File: config.mk
export PLATFORM = sky130hd
export DESIGN_NAME = can_std_id_buffer
export DESIGN_NICKNAME = d
export VERILOG_FILES = /design/src/rtl/can_id_pkg.sv /design/src/rtl/arb_shifter.sv /design/src/rtl/arb_capture.sv /design/src/rtl/can_std_id_buffer.sv
export SDC_FILE = /design/constraint.sdc
export NUM_CORES = 1
export LEC_CHECK = 0
export ABC_AREA = 1
export BUFFER_PORTS_ARGS = -buffer_cell sky130_fd_sc_hd__buf_4
export CAP_MARGIN = 20
export CORE_MARGIN = 4
export CORE_UTILIZATION = 58
export DETAILED_ROUTE_END_ITERATION = 8
export GPL_TIMING_DRIVEN = 0
export PLACE_DENSITY = 0.85
export SLEW_MARGIN = 20
export SYNTH_ARGS = -nofsm -noshare
export SYNTH_HDL_FRONTEND = slang
export SYNTH_HIERARCHICAL = 1
export SYNTH_SLANG_ARGS = --single-unit
File: constraint.sdc
create_clock -name ref_clk -period 5.75 [get_ports ref_clk]
set_clock_uncertainty 0.1 [all_clocks]
set_input_delay 0.575 -clock ref_clk [delete_from_list [all_inputs] [get_ports ref_clk]]
set_output_delay 0.575 -clock ref_clk [all_outputs]
set_load 0.01 [all_outputs]
File: src/rtl/can_id_pkg.sv
/*
  Constants, types and helpers for the standard identifier buffer block:
  register offsets, field positions, reset values and bit timing.
  Assumes a 100 MHz ref_clk and a byte-addressed AHB-Lite window.
*/
package can_id_pkg;

  ////////////////////////////////////////////////////////////////////////////
  // Timing
  localparam int unsigned CLK_FREQ_MHZ = 100;
  localparam int unsigned BIT_TIME_NS = 2000;
  localparam int unsigned BIT_CYCLES = (BIT_TIME_NS * CLK_FREQ_MHZ) / 1000;
  localparam logic [7:0] BIT_LAST = 8'(BIT_CYCLES - 1);
  localparam logic [7:0] BIT_SAMPLE = 8'(BIT_CYCLES / 2);
  localparam logic [3:0] IDLE_BITS_LAST = 4'ha;
  localparam int unsigned ID_WIDTH = 11;
  localparam int unsigned ARB_BITS = ID_WIDTH + 2;
  localparam logic [3:0] ARB_LAST = 4'(ARB_BITS - 1);

  ////////////////////////////////////////////////////////////////////////////
  // Register offsets (byte addresses, low eight address bits)
  localparam logic [7:0] OFS_TX_HIGH = 8'h00;
  localparam logic [7:0] OFS_TX_LOW = 8'h04;
  localparam logic [7:0] OFS_TX_UNUSED_A = 8'h08;
  localparam logic [7:0] OFS_TX_UNUSED_B = 8'h0c;
  localparam logic [7:0] OFS_RX_HIGH = 8'h10;
  localparam logic [7:0] OFS_RX_LOW = 8'h14;
  localparam logic [7:0] OFS_RX_UNUSED_A = 8'h18;
  localparam logic [7:0] OFS_RX_UNUSED_B = 8'h1c;
  localparam logic [7:0] OFS_CTRL = 8'h20;
  localparam logic [7:0] OFS_STATUS = 8'h24;

  ////////////////////////////////////////////////////////////////////////////
  // Field positions
  localparam int unsigned LOW_ID_MSB = 7;
  localparam int unsigned LOW_ID_LSB = 5;
  localparam int unsigned LOW_RTR_BIT = 4;
  localparam int unsigned LOW_IDE_BIT = 3;
  localparam int unsigned CTRL_TX_REQ_BIT = 0;
  localparam int unsigned CTRL_TX_CANCEL_BIT = 1;
  localparam int unsigned ST_TX_PENDING_BIT = 0;
  localparam int unsigned ST_TX_DONE_BIT = 1;
  localparam int unsigned ST_ARB_LOST_BIT = 2;
  localparam int unsigned ST_RX_FULL_BIT = 3;
  localparam int unsigned ST_BUS_IDLE_BIT = 4;
  localparam int unsigned ST_TX_ACTIVE_BIT = 5;

  ////////////////////////////////////////////////////////////////////////////
  // Reset values
  localparam logic [31:0] RDATA_RST = 32'h0000_0000;
  localparam logic [2:0] FLAGS_RST = 3'h0;

  typedef enum logic [1:0] {ST_WAIT_IDLE, ST_IDLE, ST_SOF, ST_ARB} link_state_type;

  // Arbitration field in wire order: ID10..ID0, remote flag, format flag
  function automatic logic [12:0] arb_field(input logic [7:0] high, input logic [7:0] low);
    arb_field = {high, low[LOW_ID_MSB:LOW_ID_LSB], low[LOW_RTR_BIT], low[LOW_IDE_BIT]};
  endfunction

endpackage

File: src/rtl/arb_shifter.sv
/*
  Transmit shifter for the arbitration field, most significant bit first.
  Assumes the caller pulses load and shift only at bit boundaries.
*/
`timescale 1ns/10ps
`default_nettype none
module arb_shifter
  import can_id_pkg::*;
(
  input wire logic ref_clk,
  input wire logic reset,
  input wire logic load,
  input wire logic shift,
  input wire logic [12:0] loadBits,
  output logic msbBit,
  output logic nextBit
);

  logic [12:0] shreg_ff;

  always_ff @(posedge ref_clk) begin
    if (reset) begin
      shreg_ff <= 13'h1fff;
    end else if (load) begin
      shreg_ff <= loadBits;
    end else if (shift) begin
      shreg_ff <= {shreg_ff[11:0], 1'b1};
    end
  end

  assign msbBit = shreg_ff[12];
  assign nextBit = shreg_ff[11];

endmodule
`default_nettype wire

File: src/rtl/arb_capture.sv
/*
  Receive shifter for the arbitration field seen on the bus.
  Assumes shiftIn pulses once per bit at the sample point.
*/
`timescale 1ns/10ps
`default_nettype none
module arb_capture
  import can_id_pkg::*;
(
  input wire logic ref_clk,
  input wire logic reset,
  input wire logic shiftIn,
  input wire logic bitIn,
  output logic [12:0] bits
);

  logic [12:0] shreg_ff;

  always_ff @(posedge ref_clk) begin
    if (reset) begin
      shreg_ff <= 13'h0000;
    end else if (shiftIn) begin
      shreg_ff <= {shreg_ff[11:0], bitIn};
    end
  end

  assign bits = shreg_ff;

endmodule
`default_nettype wire

File: src/rtl/can_std_id_buffer.sv
/*
  Standard-layout identifier buffer for one transmit and one receive buffer,
  with an AHB-Lite register slave and the arbitration-field part of the
  frame logic. Assumes one AHB master, a single 100 MHz clock, and a CAN
  transceiver whose receive pin is asynchronous to ref_clk.
*/
// The implementer's own choices: the register addresses and the AHB-Lite slave port.
`timescale 1ns/10ps
`default_nettype none

module can_std_id_buffer
  import can_id_pkg::*;
(
  input wire logic ref_clk,
  input wire logic reset,
  input wire logic hsel,
  input wire logic [31:0] haddr,
  input wire logic [1:0] htrans,
  input wire logic hwrite,
  input wire logic [2:0] hsize,
  input wire logic [31:0] hwdata,
  input wire logic hready,
  output logic [31:0] hrdata,
  output logic hreadyout,
  output logic hresp,
  input wire logic canRx,
  output logic canTx
);

  ////////////////////////////////////////////////////////////////////////////
  // Declarations
  logic [31:0] hrdata_ff;
  logic hreadyout_ff;
  logic hresp_ff;
  logic canTx_ff;
  logic dataPhase_ff;
  logic dWrite_ff;
  logic [7:0] dAddr_ff;
  logic [7:0] txHigh_ff;
  logic [4:0] txLow_ff;
  logic [7:0] rxHigh_ff;
  logic [4:0] rxLow_ff;
  logic txPending_ff;
  logic txDone_ff;
  logic arbLost_ff;
  logic rxFull_ff;
  logic rxSync1_ff;
  logic rxSync2_ff;
  logic rxSync3_ff;
  logic busBit_ff;
  link_state_type state_ff;
  link_state_type nxt_state;
  logic [7:0] bitCnt_ff;
  logic [7:0] nxt_bitCnt;
  logic [3:0] idleCnt_ff;
  logic [3:0] arbCnt_ff;
  logic transmitting_ff;

  ////////////////////////////////////////////////////////////////////////////
  // Bus decode
  wire addrAccept = hsel && htrans[1] && hready;
  wire wrStrobe = dataPhase_ff && !hreadyout_ff && dWrite_ff;
  wire wrTxHigh = wrStrobe && (dAddr_ff == OFS_TX_HIGH);
  wire wrTxLow = wrStrobe && (dAddr_ff == OFS_TX_LOW);
  wire wrRxHigh = wrStrobe && (dAddr_ff == OFS_RX_HIGH);
  wire wrRxLow = wrStrobe && (dAddr_ff == OFS_RX_LOW);
  wire wrCtrl = wrStrobe && (dAddr_ff == OFS_CTRL);
  wire wrStatus = wrStrobe && (dAddr_ff == OFS_STATUS);
  wire txReqWr = wrCtrl && hwdata[CTRL_TX_REQ_BIT];
  wire txCancelWr = wrCtrl && hwdata[CTRL_TX_CANCEL_BIT];
  wire clrTxDone = wrStatus && hwdata[ST_TX_DONE_BIT];
  wire clrArbLost = wrStatus && hwdata[ST_ARB_LOST_BIT];
  wire clrRxFull = wrStatus && hwdata[ST_RX_FULL_BIT];

  ////////////////////////////////////////////////////////////////////////////
  // Read selection; unused fields read as zero
  wire [7:0] txLowRead = {txLow_ff, 3'h0};
  wire [7:0] rxLowRead = {rxLow_ff, 3'h0};
  wire [31:0] statusRead = {26'h0, transmitting_ff, (state_ff == ST_IDLE), rxFull_ff,
                            arbLost_ff, txDone_ff, txPending_ff};
  wire [31:0] rdMux =
    (dAddr_ff == OFS_TX_HIGH) ? {24'h0, txHigh_ff} :
    (dAddr_ff == OFS_TX_LOW) ? {24'h0, txLowRead} :
    (dAddr_ff == OFS_RX_HIGH) ? {24'h0, rxHigh_ff} :
    (dAddr_ff == OFS_RX_LOW) ? {24'h0, rxLowRead} :
    (dAddr_ff == OFS_STATUS) ? statusRead :
    32'h0000_0000;

  ////////////////////////////////////////////////////////////////////////////
  // AHB-Lite slave: every transfer takes one wait state so that a read
  // right behind a write always sees the new value
  always_ff @(posedge ref_clk) begin
    if (reset) begin
      dataPhase_ff <= 1'b0;
      dWrite_ff <= 1'b0;
      dAddr_ff <= 8'h00;
      hreadyout_ff <= 1'b1;
      hresp_ff <= 1'b0;
      hrdata_ff <= RDATA_RST;
    end else begin
      hresp_ff <= 1'b0;
      if (dataPhase_ff && !hreadyout_ff) begin
        hreadyout_ff <= 1'b1;
        dataPhase_ff <= 1'b0;
        hrdata_ff <= dWrite_ff ? RDATA_RST : rdMux;
      end else if (addrAccept) begin
        dataPhase_ff <= 1'b1;
        hreadyout_ff <= 1'b0;
        dWrite_ff <= hwrite;
        dAddr_ff <= haddr[7:0];
      end
    end
  end

  ////////////////////////////////////////////////////////////////////////////
  // Pin synchroniser; a change counts once stages two and three agree
  wire busStable = (rxSync2_ff == rxSync3_ff);
  wire busFall = busBit_ff && busStable && !rxSync3_ff;

  always_ff @(posedge ref_clk) begin
    if (reset) begin
      rxSync1_ff <= 1'b1;
      rxSync2_ff <= 1'b1;
      rxSync3_ff <= 1'b1;
      busBit_ff <= 1'b1;
    end else begin
      rxSync1_ff <= canRx;
      rxSync2_ff <= rxSync1_ff;
      rxSync3_ff <= rxSync2_ff;
      if (busStable) begin
        busBit_ff <= rxSync3_ff;
      end
    end
  end

  ////////////////////////////////////////////////////////////////////////////
  // Bit timing and link state
  wire bitEnd = (bitCnt_ff == BIT_LAST);
  wire samplePt = (bitCnt_ff == BIT_SAMPLE);
  wire startTx = (state_ff == ST_IDLE) && txPending_ff && !busFall;
  wire startRx = (state_ff == ST_IDLE) && busFall;
  wire arbDone = (state_ff == ST_ARB) && bitEnd && (arbCnt_ff == ARB_LAST);
  wire txMsb;
  wire txNext;
  wire [12:0] capBits;
  // Dominant zero overwrites recessive one, so the lower identifier wins
  wire lostNow = (state_ff == ST_ARB) && samplePt && transmitting_ff &&
                 txMsb && !busBit_ff;
  wire txWon = arbDone && transmitting_ff;
  wire rxLoad = arbDone && !transmitting_ff;

  always_comb begin
    nxt_state = state_ff;
    nxt_bitCnt = bitEnd ? 8'h00 : bitCnt_ff + 8'h01;
    case (state_ff)
      ST_WAIT_IDLE: begin
        if (samplePt && busBit_ff && (idleCnt_ff == IDLE_BITS_LAST)) begin
          nxt_state = ST_IDLE;
        end
      end
      ST_IDLE: begin
        nxt_bitCnt = 8'h00;
        if (startRx || startTx) begin
          nxt_state = ST_SOF;
          nxt_bitCnt = 8'h01;
        end
      end
      ST_SOF: begin
        if (bitEnd) begin
          nxt_state = ST_ARB;
        end
      end
      ST_ARB: begin
        if (arbDone) begin
          nxt_state = ST_WAIT_IDLE;
        end
      end
      default: begin
        nxt_state = ST_WAIT_IDLE;
      end
    endcase
  end

  always_ff @(posedge ref_clk) begin
    if (reset) begin
      state_ff <= ST_WAIT_IDLE;
      bitCnt_ff <= 8'h00;
    end else begin
      state_ff <= nxt_state;
      bitCnt_ff <= nxt_bitCnt;
    end
  end

  // Eleven recessive bits mark the bus free; a dominant bit restarts the count
  always_ff @(posedge ref_clk) begin
    if (reset) begin
      idleCnt_ff <= 4'h0;
    end else if (state_ff != ST_WAIT_IDLE) begin
      idleCnt_ff <= 4'h0;
    end else if (samplePt) begin
      idleCnt_ff <= busBit_ff ? idleCnt_ff + 4'h1 : 4'h0;
    end
  end

  always_ff @(posedge ref_clk) begin
    if (reset) begin
      arbCnt_ff <= 4'h0;
    end else if (state_ff != ST_ARB) begin
      arbCnt_ff <= 4'h0;
    end else if (bitEnd) begin
      arbCnt_ff <= arbCnt_ff + 4'h1;
    end
  end

  ////////////////////////////////////////////////////////////////////////////
  // Transmit side: the field is latched at frame start, so later writes
  // to the transmit registers only affect the next attempt
  always_ff @(posedge ref_clk) begin
    if (reset) begin
      transmitting_ff <= 1'b0;
      canTx_ff <= 1'b1;
    end else if (startTx) begin
      transmitting_ff <= 1'b1;
      canTx_ff <= 1'b0;
    end else if (lostNow || arbDone) begin
      transmitting_ff <= 1'b0;
      canTx_ff <= 1'b1;
    end else if (transmitting_ff && bitEnd) begin
      canTx_ff <= (state_ff == ST_SOF) ? txMsb : txNext;
    end
  end

  arb_shifter txShift (
    .ref_clk(ref_clk),
    .reset(reset),
    .load(startTx),
    .shift((state_ff == ST_ARB) && bitEnd),
    .loadBits(arb_field(txHigh_ff, {txLow_ff, 3'h0})),
    .msbBit(txMsb),
    .nextBit(txNext)
  );

  arb_capture rxShift (
    .ref_clk(ref_clk),
    .reset(reset),
    .shiftIn((state_ff == ST_ARB) && samplePt),
    .bitIn(busBit_ff),
    .bits(capBits)
  );

  ////////////////////////////////////////////////////////////////////////////
  // Identifier storage, deliberately without reset
  always_ff @(posedge ref_clk) begin
    if (wrTxHigh) begin
      txHigh_ff <= hwdata[7:0];
    end
    if (wrTxLow) begin
      txLow_ff <= hwdata[LOW_ID_MSB:LOW_IDE_BIT];
    end
  end

  // Frame logic wins over a software write landing in the same cycle
  always_ff @(posedge ref_clk) begin
    if (rxLoad) begin
      rxHigh_ff <= capBits[12:5];
      rxLow_ff <= capBits[4:0];
    end else begin
      if (wrRxHigh) begin
        rxHigh_ff <= hwdata[7:0];
      end
      if (wrRxLow) begin
        rxLow_ff <= hwdata[LOW_ID_MSB:LOW_IDE_BIT];
      end
    end
  end

  ////////////////////////////////////////////////////////////////////////////
  // Status flags; hardware set wins over a clear in the same cycle
  always_ff @(posedge ref_clk) begin
    if (reset) begin
      txPending_ff <= 1'b0;
      {txDone_ff, arbLost_ff, rxFull_ff} <= FLAGS_RST;
    end else begin
      if (txWon) begin
        txPending_ff <= 1'b0;
      end else if (txReqWr) begin
        txPending_ff <= 1'b1;
      end else if (txCancelWr && !transmitting_ff) begin
        txPending_ff <= 1'b0;
      end
      txDone_ff <= txWon || (txDone_ff && !clrTxDone);
      arbLost_ff <= lostNow || (arbLost_ff && !clrArbLost);
      rxFull_ff <= rxLoad || (rxFull_ff && !clrRxFull);
    end
  end

  ////////////////////////////////////////////////////////////////////////////
  // Outputs
  assign hrdata = hrdata_ff;
  assign hreadyout = hreadyout_ff;
  assign hresp = hresp_ff;
  assign canTx = canTx_ff;

endmodule
`default_nettype wire

==> results of run 1 <==
## cells in the mapped netlist
cell      number  area share
dfxtp_1       73        0.31
nand3_4        1      0.0037
inv_2          6      0.0047
o21ai_0       19       0.020
nand4_1        5      0.0066
nor2_8         1      0.0042
or2_0          3      0.0040
nor2_4         2      0.0047
and3_1         1      0.0013
nor3b_1        3      0.0047
edfxtp_1      26        0.16
xor2_1         1      0.0018
nand3_1       54       0.057
a22o_1         3      0.0055
nand2_2        3      0.0040
nand2_4        1      0.0024
nor3_1         4      0.0042
nand2_1      158        0.12
clkbuf_1       3      0.0024
o21a_1         1      0.0016
or2_1          1      0.0013
a211oi_1       1      0.0016
buf_2          3      0.0032
inv_1         62       0.049
conb_1         1     0.00079
or2_2          3      0.0040
buf_6          7       0.017
o21ai_1        5      0.0053
ha_1          11       0.029
nor3_2         1      0.0021
buf_4         27       0.043
nor2_1        83       0.066
a21oi_1       35       0.037
nor2_2         8       0.011
xnor2_1        1      0.0018
## power breakdown
group / switching [mW] / leakage, nW / total (mW) / internal [mW]
sequential: 0.00445 / 0.825 / 0.725 / 0.720
clock: 0.234 / 0.0885 / 0.435 / 0.201
combinational: 0.0609 / 1.48 / 0.102 / 0.0415
## how the worst max path moves through the flow
stage | startpoint | endpoint
after floorplan | bitCnt_ff[0]$_SDFF_PP0_ | rxHigh_ff[0]$_DFFE_PP_
after detailed placement | dAddr_ff[6]$_SDFFE_PP0P_ | rxHigh_ff[5]$_DFFE_PP_
after global routing | dAddr_ff[6]$_SDFFE_PP0P_ | txHigh_ff[1]$_DFFE_PP_
after CTS | dAddr_ff[6]$_SDFFE_PP0P_ | rxHigh_ff[2]$_DFFE_PP_
after global placement | dAddr_ff[6]$_SDFFE_PP0P_ | rxHigh_ff[4]$_DFFE_PP_
final | dAddr_ff[6]$_SDFFE_PP0P_ | txHigh_ff[3]$_DFFE_PP_
## cell usage in the layout, fill, tap and decap left out, types with 8 or more instances in the layout
master	n
o21ai_0	18
nor2_1	83
a21oi_1	35
nor2_2	8
dfxtp_1	73
buf_4	59
nand2_1	158
edfxtp_1	26
clkbuf_8	9
inv_1	62
nand3_1	54
ha_1	11
conb_1	25
## flip-flops by register name (all words and copies together) (netlist names), 2 cells and up
name	count
rxShift/bits	13
txShift/shreg_ff	13
bitCnt_ff	8
dAddr_ff	8
hrdata	8
rxHigh_ff	8
txHigh_ff	8
rxLow_ff	5
txLow_ff	5
arbCnt_ff	4
idleCnt_ff	4
state_ff	2
## critical path: cells and delay by family, from the launching register on
kind          cells  cell delay (ns)
simple gates      4             1.34
flops             1             0.32
buf+inv           1             0.13
## area by class of cell
class	count	area (µm²)	share of cell area
clock inverters	6	66.3	0.0123
clock buffers	10	128	0.0236
well taps	102	128	0.0236
inverters	68	255	0.0473
flip-flops and latches	99	2240	0.415
repair buffers	32	240	0.0445
multi-input cells	434	2030	0.377
plain buffers	40	308	0.0570
## routing by layer
| metal | vias to the layer above | track usage |
|---|---|---|
| li1 | 2045 | - |
| met1 | 1750 | 0.269 |
| met2 | 142 | 0.349 |
| met3 | 26 | 0.0333 |
| met4 | 0 | 0.0935 |
| met5 | - | 0 |
## logic make-up after synthesis
| family | after synthesis |
|---|---|
| AOI/OAI and AO/OA | 64 |
| xor gates and xnor gates | 2 |
| adders and majority gates | 11 |
| buffers and inverters | 108 |
| DFF | 99 |
| other | 1 |
| and+or+nand+nor | 332 |
## through the flow
step / setup slack [ns] / instance area (µm²)
after global routing: 3.34 / 5400
final: 3.51 / 5400
after floorplan: 3.80 / 4840
after global placement: 3.42 / 5210
after CTS: 3.38 / 5400
after detailed placement: 3.40 / 5210
==> impl_metrics.env, run 1 <==
export IMPL_critical_path_required_ns=5.65
export IMPL_number_of_warnings_issued_by_yosys=6
export IMPL_synth_compound_area_frac=0.0709
export IMPL_nFillCells=644
export IMPL_reg2reg_setup_slack_ns=3.51
export IMPL_vdd_ir_drop_worst_mv=0.152
export IMPL_worst_ep_arrival_time_ns=2.14
export IMPL_period_needed_ns=2.24
export IMPL_finalCritPeriodShare=0.390
export IMPL_path_clk_slew_ns=0.09
export IMPL_holdCritPathClass="primary input to flop"
export IMPL_die_width_um=98.5
export IMPL_highest_layer="met4"
export IMPL_finalSetupViolations=0
export IMPL_routed_length_on_met3_um=555
export IMPL_timing_rr_start="dAddr_ff[6]$_SDFFE_PP0P_"
export IMPL_hold_path_depth=2
export IMPL_critical_path_reg2reg_endpoint="txHigh_ff[3]$_DFFE_PP_"
export IMPL_cts_buffers=9
export IMPL_core_area_um2=7850
export IMPL_final_net_count=770
export IMPL_mappedNetlistArea_um2=4750
export IMPL_cpMaxStageDelayCell="nor2_1"
export IMPL_synthMuxAreaShare=0
export IMPL_detailed_route_wire_length_per_cell_um=12.5
export IMPL_cts_htree_levels=3
export IMPL_timing_critical_path_mode_cell="nor2_1"
export IMPL_finalNonFillerCells=791
export IMPL_top_level_ports=110
export IMPL_timing_hold_violations_final=0
export IMPL_seq_area_frac_synth=0.472
export IMPL_ctsRootBufferMaster="clkbuf_8"
export IMPL_drt_drc_violations_left=0
export IMPL_initial_core_util=0.605
export IMPL_synthesis_to_finish_area_growth_pct=13.7
export IMPL_drt_pass1_iterations=5
export IMPL_setup_tns_final_ns=0
export IMPL_number_of_global_route_vias_before_repair=3631
export IMPL_crit_path_end_kind="flop"
export IMPL_antenna_found_initial=0
export IMPL_postCtsHoldBufs=0
export IMPL_tritoncts="done"
export IMPL_place_hpwl_um=7620
export IMPL_die_y_um=98.5
export IMPL_result_of_the_run="completed"
export IMPL_layout_core_utilization=0.688
export IMPL_synth_xor_area_share=0.00369
export IMPL_yosys_register_bits=99
export IMPL_worst_skew_pair_late_latency_ns=0.36
export IMPL_holdCritStartpoint="canRx"
export IMPL_drv_max_cap_violation_count=0
export IMPL_worst_pin_slew_ns=0.793
export IMPL_rsz0062_at_grt="false"
export IMPL_static_leakage_power_nw=2.40
export IMPL_finalPower_mw=1.26
export IMPL_synth_avg_cell_area_um2=7.70
export IMPL_route_layer_met1_wl_um=4360
export IMPL_grtUsageTotal=0.210
export IMPL_drt_vias_per_instance=5.01
export IMPL_number_of_clock_sinks_seen_by_cts=99
export IMPL_slowest_delay_ns=0.53
export IMPL_grt_start_max_net_pins=17
export IMPL_max_slew_violations=0
export IMPL_timing_hold_worst_endpoint="rxSync1_ff$_SDFF_PP1_"
export IMPL_synth_simple_gate_area_share=0.305
export IMPL_floorplan_rows=32
export IMPL_max_clock_freq_mhz=446
export IMPL_floorplan_die_area_um2=9700
export IMPL_port_buffer_count=32
export IMPL_grt_ovfl_total=0
export IMPL_largest_family_of_logic_cells_by_synthesized_area="simple AND/OR/NAND/NOR gates"
export IMPL_drt_iter0_markers=260
export IMPL_post_cts_resized=0
export IMPL_synth_lib_cells_used_distinct=35
export IMPL_final_antenna_net_count=0
export IMPL_crit_path_max_fanout=10
export IMPL_post_cts_setup_buffers=0
export IMPL_netlist_instances=617
export IMPL_wl_um=9880
export IMPL_dr_total_vias=3963
export IMPL_fin_worst_hold_slack_ns=0.297
export IMPL_synth_adder_area_share=0.0290
export IMPL_criticalPathCategory="flop to flop"
export IMPL_final_layout_size_suffix_gt1_frac=0.160
export IMPL_reg2reg_depth=5
export IMPL_cts_max_path_bufs=2
export IMPL_gp_routability_congestion=0.878
export IMPL_route_met2_wl_um=4680
export IMPL_number_of_placed_cells_counting_well_taps=775
export IMPL_cp_start_kind="flop"
export IMPL_antenna_cells=0
export IMPL_timing_critical_path_cells="nor2_1 > nand3_1 > nor2_2 > inv_2 > nor2_1"
export IMPL_power_density_nw_per_um2=234
export IMPL_first_pass_grt_wire_length_um=16700
export IMPL_slew_limit_headroom=0.470
Note: power is estimated with default switching activity, not from simulation.
==> inputs of run 2 (changes only) <==
CORE_UTILIZATION = 54   (was 58)
PLACE_DENSITY = 0.8   (was 0.85)
clock period = 2.1 ns   (was 5.75 ns; I/O delays follow)
==> impl_metrics.env, run 2 (synthesis results as in run 1) <==
export IMPL_startpoint_of_the_worst_setup_timing_path="bitCnt_ff[0]$_SDFF_PP0_"
export IMPL_holdCritPathClass="primary input to flop"
export IMPL_finalPower_mw=3.47
export IMPL_power_sequential_fraction=0.572
export IMPL_setup_tns_final_ns=0
export IMPL_cpMaxStageDelayCell="dfxtp_1"
export IMPL_grtUsageTotal=0.202
export IMPL_clockPowerShare=0.339
export IMPL_timing_hold_violations_final=0
export IMPL_period_needed_ns=1.96
export IMPL_floorplan_die_area_um2=10400
export IMPL_result_of_the_run="completed"
export IMPL_drt_vias_per_instance=5.00
export IMPL_drt_drc_violations_left=0
export IMPL_layout_commonest_cell="nand2_1"
export IMPL_worst_setup_path_endpoint="rxLow_ff[0]$_DFFE_PP_"
export IMPL_initial_core_util=0.567
export IMPL_timing_rr_start="bitCnt_ff[0]$_SDFF_PP0_"
export IMPL_core_area_um2=8380
export IMPL_critical_path_reg2reg_endpoint="rxLow_ff[0]$_DFFE_PP_"
export IMPL_route_met2_wl_um=4720
export IMPL_finalCritPeriodShare=0.934
export IMPL_vdd_ir_drop_worst_mv=0.389
export IMPL_crit_path_max_fanout=8
export IMPL_final_layout_size_suffix_gt1_frac=0.162
export IMPL_place_ws_ns=-0.287
export IMPL_netSwitchingPower_mw=0.879
export IMPL_route_layer_met1_wl_um=4540
export IMPL_static_leakage_power_nw=2.47
export IMPL_number_of_clock_sinks_seen_by_cts=99
export IMPL_critical_path_required_ns=2.05
export IMPL_drv_max_cap_violation_count=0
export IMPL_worst_ep_arrival_time_ns=1.91
export IMPL_final_net_count=784
export IMPL_synthesis_to_finish_area_growth_pct=17.4
export IMPL_crit_path_end_kind="flop"
export IMPL_antenna_cells=0
export IMPL_holdCritStartpoint="hwrite"
export IMPL_cts_buffers=9
export IMPL_detailed_route_wire_length_per_cell_um=12.4
export IMPL_slew_limit_headroom=0.442
export IMPL_routed_length_on_met3_um=592
export IMPL_place_hpwl_um=7550
export IMPL_nFillCells=719
export IMPL_cp_start_kind="flop"
export IMPL_ctsRootBufferMaster="clkbuf_8"
export IMPL_drt_pass1_iterations=6
export IMPL_die_y_um=102
export IMPL_reg2reg_depth=7
export IMPL_max_clock_freq_mhz=510
export IMPL_fin_worst_hold_slack_ns=0.0218
export IMPL_gp_routability_congestion=0.933
export IMPL_power_switching_share=0.253
export IMPL_timing_final_ws_setup_ns=0.139
export IMPL_final_antenna_net_count=0
export IMPL_worst_pin_slew_ns=0.834
export IMPL_first_pass_grt_wire_length_um=16600
export IMPL_cts_htree_levels=3
export IMPL_drt_iter0_markers=256
export IMPL_slowest_delay_ns=0.39
export IMPL_floorplan_rows=33
export IMPL_max_slew_violations=0
export IMPL_top_level_ports=110
export IMPL_layout_common_cells="nand2_1 (158), nor2_1 (82), dfxtp_1 (73), inv_1 (62), buf_4 (59)"
export IMPL_die_width_um=102
export IMPL_antenna_found_initial=0
export IMPL_wl_um=9990
export IMPL_grt_ovfl_total=0
export IMPL_finalSetupViolations=0
export IMPL_path_clk_slew_ns=0.10
export IMPL_pwr_share_comb=0.089
export IMPL_worst_skew_pair_late_latency_ns=0.36
export IMPL_number_of_global_route_vias_before_repair=3631
export IMPL_grt_start_max_net_pins=19
export IMPL_dr_total_vias=4039
export IMPL_reg2reg_setup_slack_ns=0.14
export IMPL_port_buffer_count=32
export IMPL_highest_layer="met4"
export IMPL_tritoncts="done"
export IMPL_cts_max_path_bufs=2
export IMPL_intPower_mw=2.59
export IMPL_rsz0062_at_grt="false"
export IMPL_timing_critical_path_cells="ha_1 > inv_1 > nor2_1 > nand3_4 > nor3_2 > nand2_2 > nand2_1"
export IMPL_criticalPathCategory="flop to flop"
export IMPL_power_density_nw_per_um2=622
==> run 2: final cells by class <==
type	count	area, µm²	area share
clock inverter	6	58.8	0.0105
sequential	99	2240	0.402
timing repair buffer	46	380	0.0682
inverter	68	255	0.0458
clock buffer	10	138	0.0247
buffer	40	308	0.0552
tap	105	131	0.0236
multi-input combinational	434	2060	0.370
==> run 2: worst max-delay path: cells and delay by family, from the launching register on <==
family,cells,cell delay [ns]
flops,1,0.39
fa+ha+maj,1,0.23
buf+inv,1,0.05
simple gates,5,0.89
==> run 2: routing by layer <==
metal	GRT usage	vias to the layer above
met5	0	-
met3	0.0351	12
met2	0.327	114
met1	0.275	1839
met4	0.0654	0
li1	-	2074
==> run 2: through the flow <==
step,util,instances,cell area (µm²)
finish,0.665,808,5580
detailed placement,0.622,778,5210
CTS,0.663,808,5550
floorplan,-,641,4840
global route,0.665,808,5580
global placement,0.622,778,5210
==> run 2: power by group through the flow <==
stage          combinational, mW  sequential [mW]  clock, mW
2_1_floorplan              0.192             2.03          0
3_5_place_dp               0.275             2.03          0
4_1_cts                    0.298             1.98       1.20
3_3_place_gp               0.271             2.03          0
5_1_grt                    0.347             1.99       1.29
6_report                   0.309             1.98       1.18
==> run 2: timing repair <==
item                                   CTS  global route
endpoints found under the hold margin   19             0
hold buffers                            14             0
setup endpoints to repair               16            21
resized for setup                        3             4
setup buffers                            0             0
==> run 2: worst min path at each step <==
stage          depth (start not counted)                           endpoint  slack (ns)
2_1_floorplan                          2  txShift/shreg_ff[10]$_SDFFE_PP1P_        0.21
3_3_place_gp                           1              rxSync2_ff$_SDFF_PP1_        0.29
3_5_place_dp                           2              rxSync1_ff$_SDFF_PP1_        0.30
4_1_cts                                3             dWrite_ff$_SDFFE_PP0P_       0.005
5_1_grt                                3  txShift/shreg_ff[11]$_SDFFE_PP1P_        0.04
6_report                               3             dWrite_ff$_SDFFE_PP0P_        0.02
==> inputs of run 3 (changes only) <==
GPL_TIMING_DRIVEN = unset   (was 0)
SYNTH_HIERARCHICAL = unset   (was 1)
clock period = 2.2 ns   (was 2.1 ns; I/O delays follow)
==> impl_metrics.env, run 3 <==
export IMPL_number_of_placed_cells_counting_well_taps=699
export IMPL_max_clock_freq_mhz=511
export IMPL_netlist_instances=565
export IMPL_detailed_route_wire_length_per_cell_um=13.3
export IMPL_slew_limit_headroom=0.568
export IMPL_dr_total_vias=3850
export IMPL_synth_simple_gate_area_share=0.226
export IMPL_reg2reg_setup_slack_ns=0.24
export IMPL_timing_final_ws_setup_ns=0.243
export IMPL_top_level_ports=110
export IMPL_slowest_delay_ns=0.39
export IMPL_finish_instance_area_um2=5280
export IMPL_rsz0062_at_grt="false"
export IMPL_power_density_nw_per_um2=638
export IMPL_drt_pass1_iterations=5
export IMPL_static_leakage_power_nw=2.25
export IMPL_path_delay_family="simple AND/OR/NAND/NOR gates"
export IMPL_critical_path_required_ns=2.22
export IMPL_synth_lib_cells_used_distinct=44
export IMPL_result_of_the_run="completed"
export IMPL_synth_top_area_share=0.314
export IMPL_final_antenna_net_count=0
export IMPL_regArea_um2=2240
export IMPL_die_width_um=101
export IMPL_crit_path_max_fanout=22
export IMPL_layout_common_cells="nand2_1 (90), dfxtp_1 (73), inv_1 (65), nor2_1 (56), buf_4 (45)"
export IMPL_finalNonFillerCells=729
export IMPL_drv_max_cap_violation_count=0
export IMPL_largest_family_of_logic_cells_by_synthesized_area="simple AND/OR/NAND/NOR gates"
export IMPL_reg2reg_depth=9
export IMPL_cp_start_kind="flop"
export IMPL_synth_avg_cell_area_um2=8.24
export IMPL_wl_um=9710
export IMPL_grtUsageTotal=0.197
export IMPL_ys_dominant_reg_cell="dfxtp_1"
export IMPL_synth_adder_area_share=0.0296
export IMPL_cpMaxStageDelayCell="dfxtp_1"
export IMPL_final_layout_size_suffix_gt1_frac=0.143
export IMPL_timing_rr_start="bitCnt_ff[0]$_SDFF_PP0_"
export IMPL_layout_commonest_cell="nand2_1"
export IMPL_cts_htree_levels=3
export IMPL_final_net_count=705
export IMPL_drt_vias_per_instance=5.28
export IMPL_place_ws_ns=0.282
export IMPL_multi_input_gate_area_um2=1960
export IMPL_max_slew_violations=0
export IMPL_timing_hold_violations_final=0
export IMPL_initial_core_util=0.561
export IMPL_crit_path_end_kind="flop"
export IMPL_gp_routability_congestion=0.971
export IMPL_synth_largest_area_cell="dfxtp_1"
export IMPL_number_of_warnings_issued_by_yosys=0
export IMPL_critical_path_depth=9
export IMPL_cts_buffers=9
export IMPL_port_buffer_count=32
export IMPL_synth_compound_area_frac=0.145
export IMPL_fin_worst_hold_slack_ns=0.0485
export IMPL_core_area_um2=8300
export IMPL_hold_path_depth=2
export IMPL_antenna_cells=0
export IMPL_drt_iter0_markers=322
export IMPL_ctsRootBufferMaster="clkbuf_8"
export IMPL_grt_start_max_net_pins=28
export IMPL_setup_tns_final_ns=0
export IMPL_nFillCells=699
export IMPL_critical_path_reg2reg_endpoint="rxLow_ff[1]$_DFFE_PP_"
export IMPL_yosys_top_cells_count="nand2_1 (90), dfxtp_1 (73), inv_1 (65)"
export IMPL_area_contributors_post_synth="dfxtp_1 (31%), edfxtp_1 (17%), nand2_1 (7.3%)"
export IMPL_path_clk_slew_ns=0.10
export IMPL_worst_pin_slew_ns=0.646
export IMPL_grt_ovfl_total=0
export IMPL_tritoncts="done"
export IMPL_synthMuxAreaShare=0
export IMPL_drt_drc_violations_left=0
export IMPL_worst_skew_pair_late_latency_ns=0.37
export IMPL_floorplan_rows=33
export IMPL_number_of_clock_sinks_seen_by_cts=99
export IMPL_finalCritPeriodShare=0.890
export IMPL_mappedNetlistArea_um2=4650
export IMPL_number_of_global_route_vias_before_repair=3588
export IMPL_synth_xor_area_share=0.00188
export IMPL_finalSetupViolations=0
export IMPL_vdd_ir_drop_worst_mv=0.373
export IMPL_async_set_or_reset_flop_fraction_in_the_synthesized_netlist=0
export IMPL_yosys_register_bits=99
export IMPL_top_count_cell_post_synth="nand2_1"
export IMPL_timing_hold_worst_endpoint="arbLost_ff$_SDFF_PP0_"
export IMPL_criticalPathCategory="flop to flop"
export IMPL_floorplan_die_area_um2=10200
export IMPL_dpl_cell_area_um2=4930
export IMPL_seq_area_frac_synth=0.482
export IMPL_synth_enable_flop_cells=26
export IMPL_critical_path_n_buffers_inverters=2
export IMPL_synthesis_to_finish_area_growth_pct=13.5
export IMPL_layout_core_utilization=0.637
export IMPL_place_hpwl_um=7300
export IMPL_holdCritStartpoint="reset"
export IMPL_finalPower_mw=3.37
export IMPL_holdCritPathClass="primary input to flop"
export IMPL_timing_critical_path_cells="ha_1 > nand3_2 > nor2_8 > nand2_4 > inv_2 > nand3_4 > buf_4 > nand2_1 > o21ai_1"
export IMPL_antenna_found_initial=0
export IMPL_worst_ep_arrival_time_ns=1.98
export IMPL_first_pass_grt_wire_length_um=16000
export IMPL_die_y_um=101
export IMPL_period_needed_ns=1.96
export IMPL_cts_max_path_bufs=2
-- run 3: cell types whose count changed in the layout (fill, tap and decap cells not counted), moves of 10 or more --
cell / before / now
o21ai_0: 18 / 39
buf_4: 59 / 45
nor3_1: 3 / 13
nor2_1: 82 / 56
nand3_1: 54 / 34
nand2_1: 158 / 90
o22ai_1: 0 / 10
o21ai_1: 5 / 20
-- run 3: logic make-up (layout without fill, tap and decap cells) --
| kind of cell | Yosys count | after routing |
|---|---|---|
| other | 1 | 25 |
| buffers and inverters | 109 | 144 |
| adder cells (fa/ha/maj) | 11 | 11 |
| flip-flops | 99 | 99 |
| AND/OR/NAND/NOR | 222 | 222 |
| XOR/XNOR | 1 | 1 |
| AO/OA/AOI/OAI | 122 | 122 |
-- run 3: worst max path at each step --
stage,from,to,slack (ns)
after global routing,bitCnt_ff[5]$_SDFF_PP0_,rxShift.bits[5]$_SDFFE_PP0N_,0.09
after global placement,bitCnt_ff[0]$_SDFF_PP0_,rxLow_ff[3]$_DFFE_PP_,0.33
after CTS,bitCnt_ff[0]$_SDFF_PP0_,rxLow_ff[1]$_DFFE_PP_,0.26
after floorplan,bitCnt_ff[0]$_SDFF_PP0_,rxHigh_ff[0]$_DFFE_PP_,0.17
final,bitCnt_ff[0]$_SDFF_PP0_,rxLow_ff[1]$_DFFE_PP_,0.24
after detailed placement,bitCnt_ff[0]$_SDFF_PP0_,rxLow_ff[1]$_DFFE_PP_,0.28
-- run 3: cell type report --
| cell class | count | share of cell area |
|---|---|---|
| Tap cell | 105 | 0.0249 |
| Clock buffer | 10 | 0.0261 |
| Clock inverter | 6 | 0.0133 |
| Inverter | 69 | 0.0490 |
| Timing Repair Buffer | 59 | 0.0905 |
| Multi-Input combinational cell | 381 | 0.372 |
| Sequential cell | 99 | 0.424 |
-- run 3: power breakdown --
part / internal [mW] / switching, mW
sequential: 1.88 / 0.0112
clock: 0.570 / 0.648
combinational: 0.101 / 0.157
-- run 3: timing repair --
action	in CTS	in global routing
buffers inserted	0	0
hold endpoints to repair	19	0
hold buffers	14	0
resized for setup	0	0
-- run 3: metal layers --
| metal | GRT usage | routed length, µm | up-vias |
|---|---|---|---|
| met4 | 0.0663 | 232 | 0 |
| met5 | 0 | 0 | - |
| met2 | 0.341 | 4870 | 112 |
| met3 | 0.0526 | 535 | 19 |
| met1 | 0.235 | 4070 | 1796 |
| li1 | - | - | 1923 |
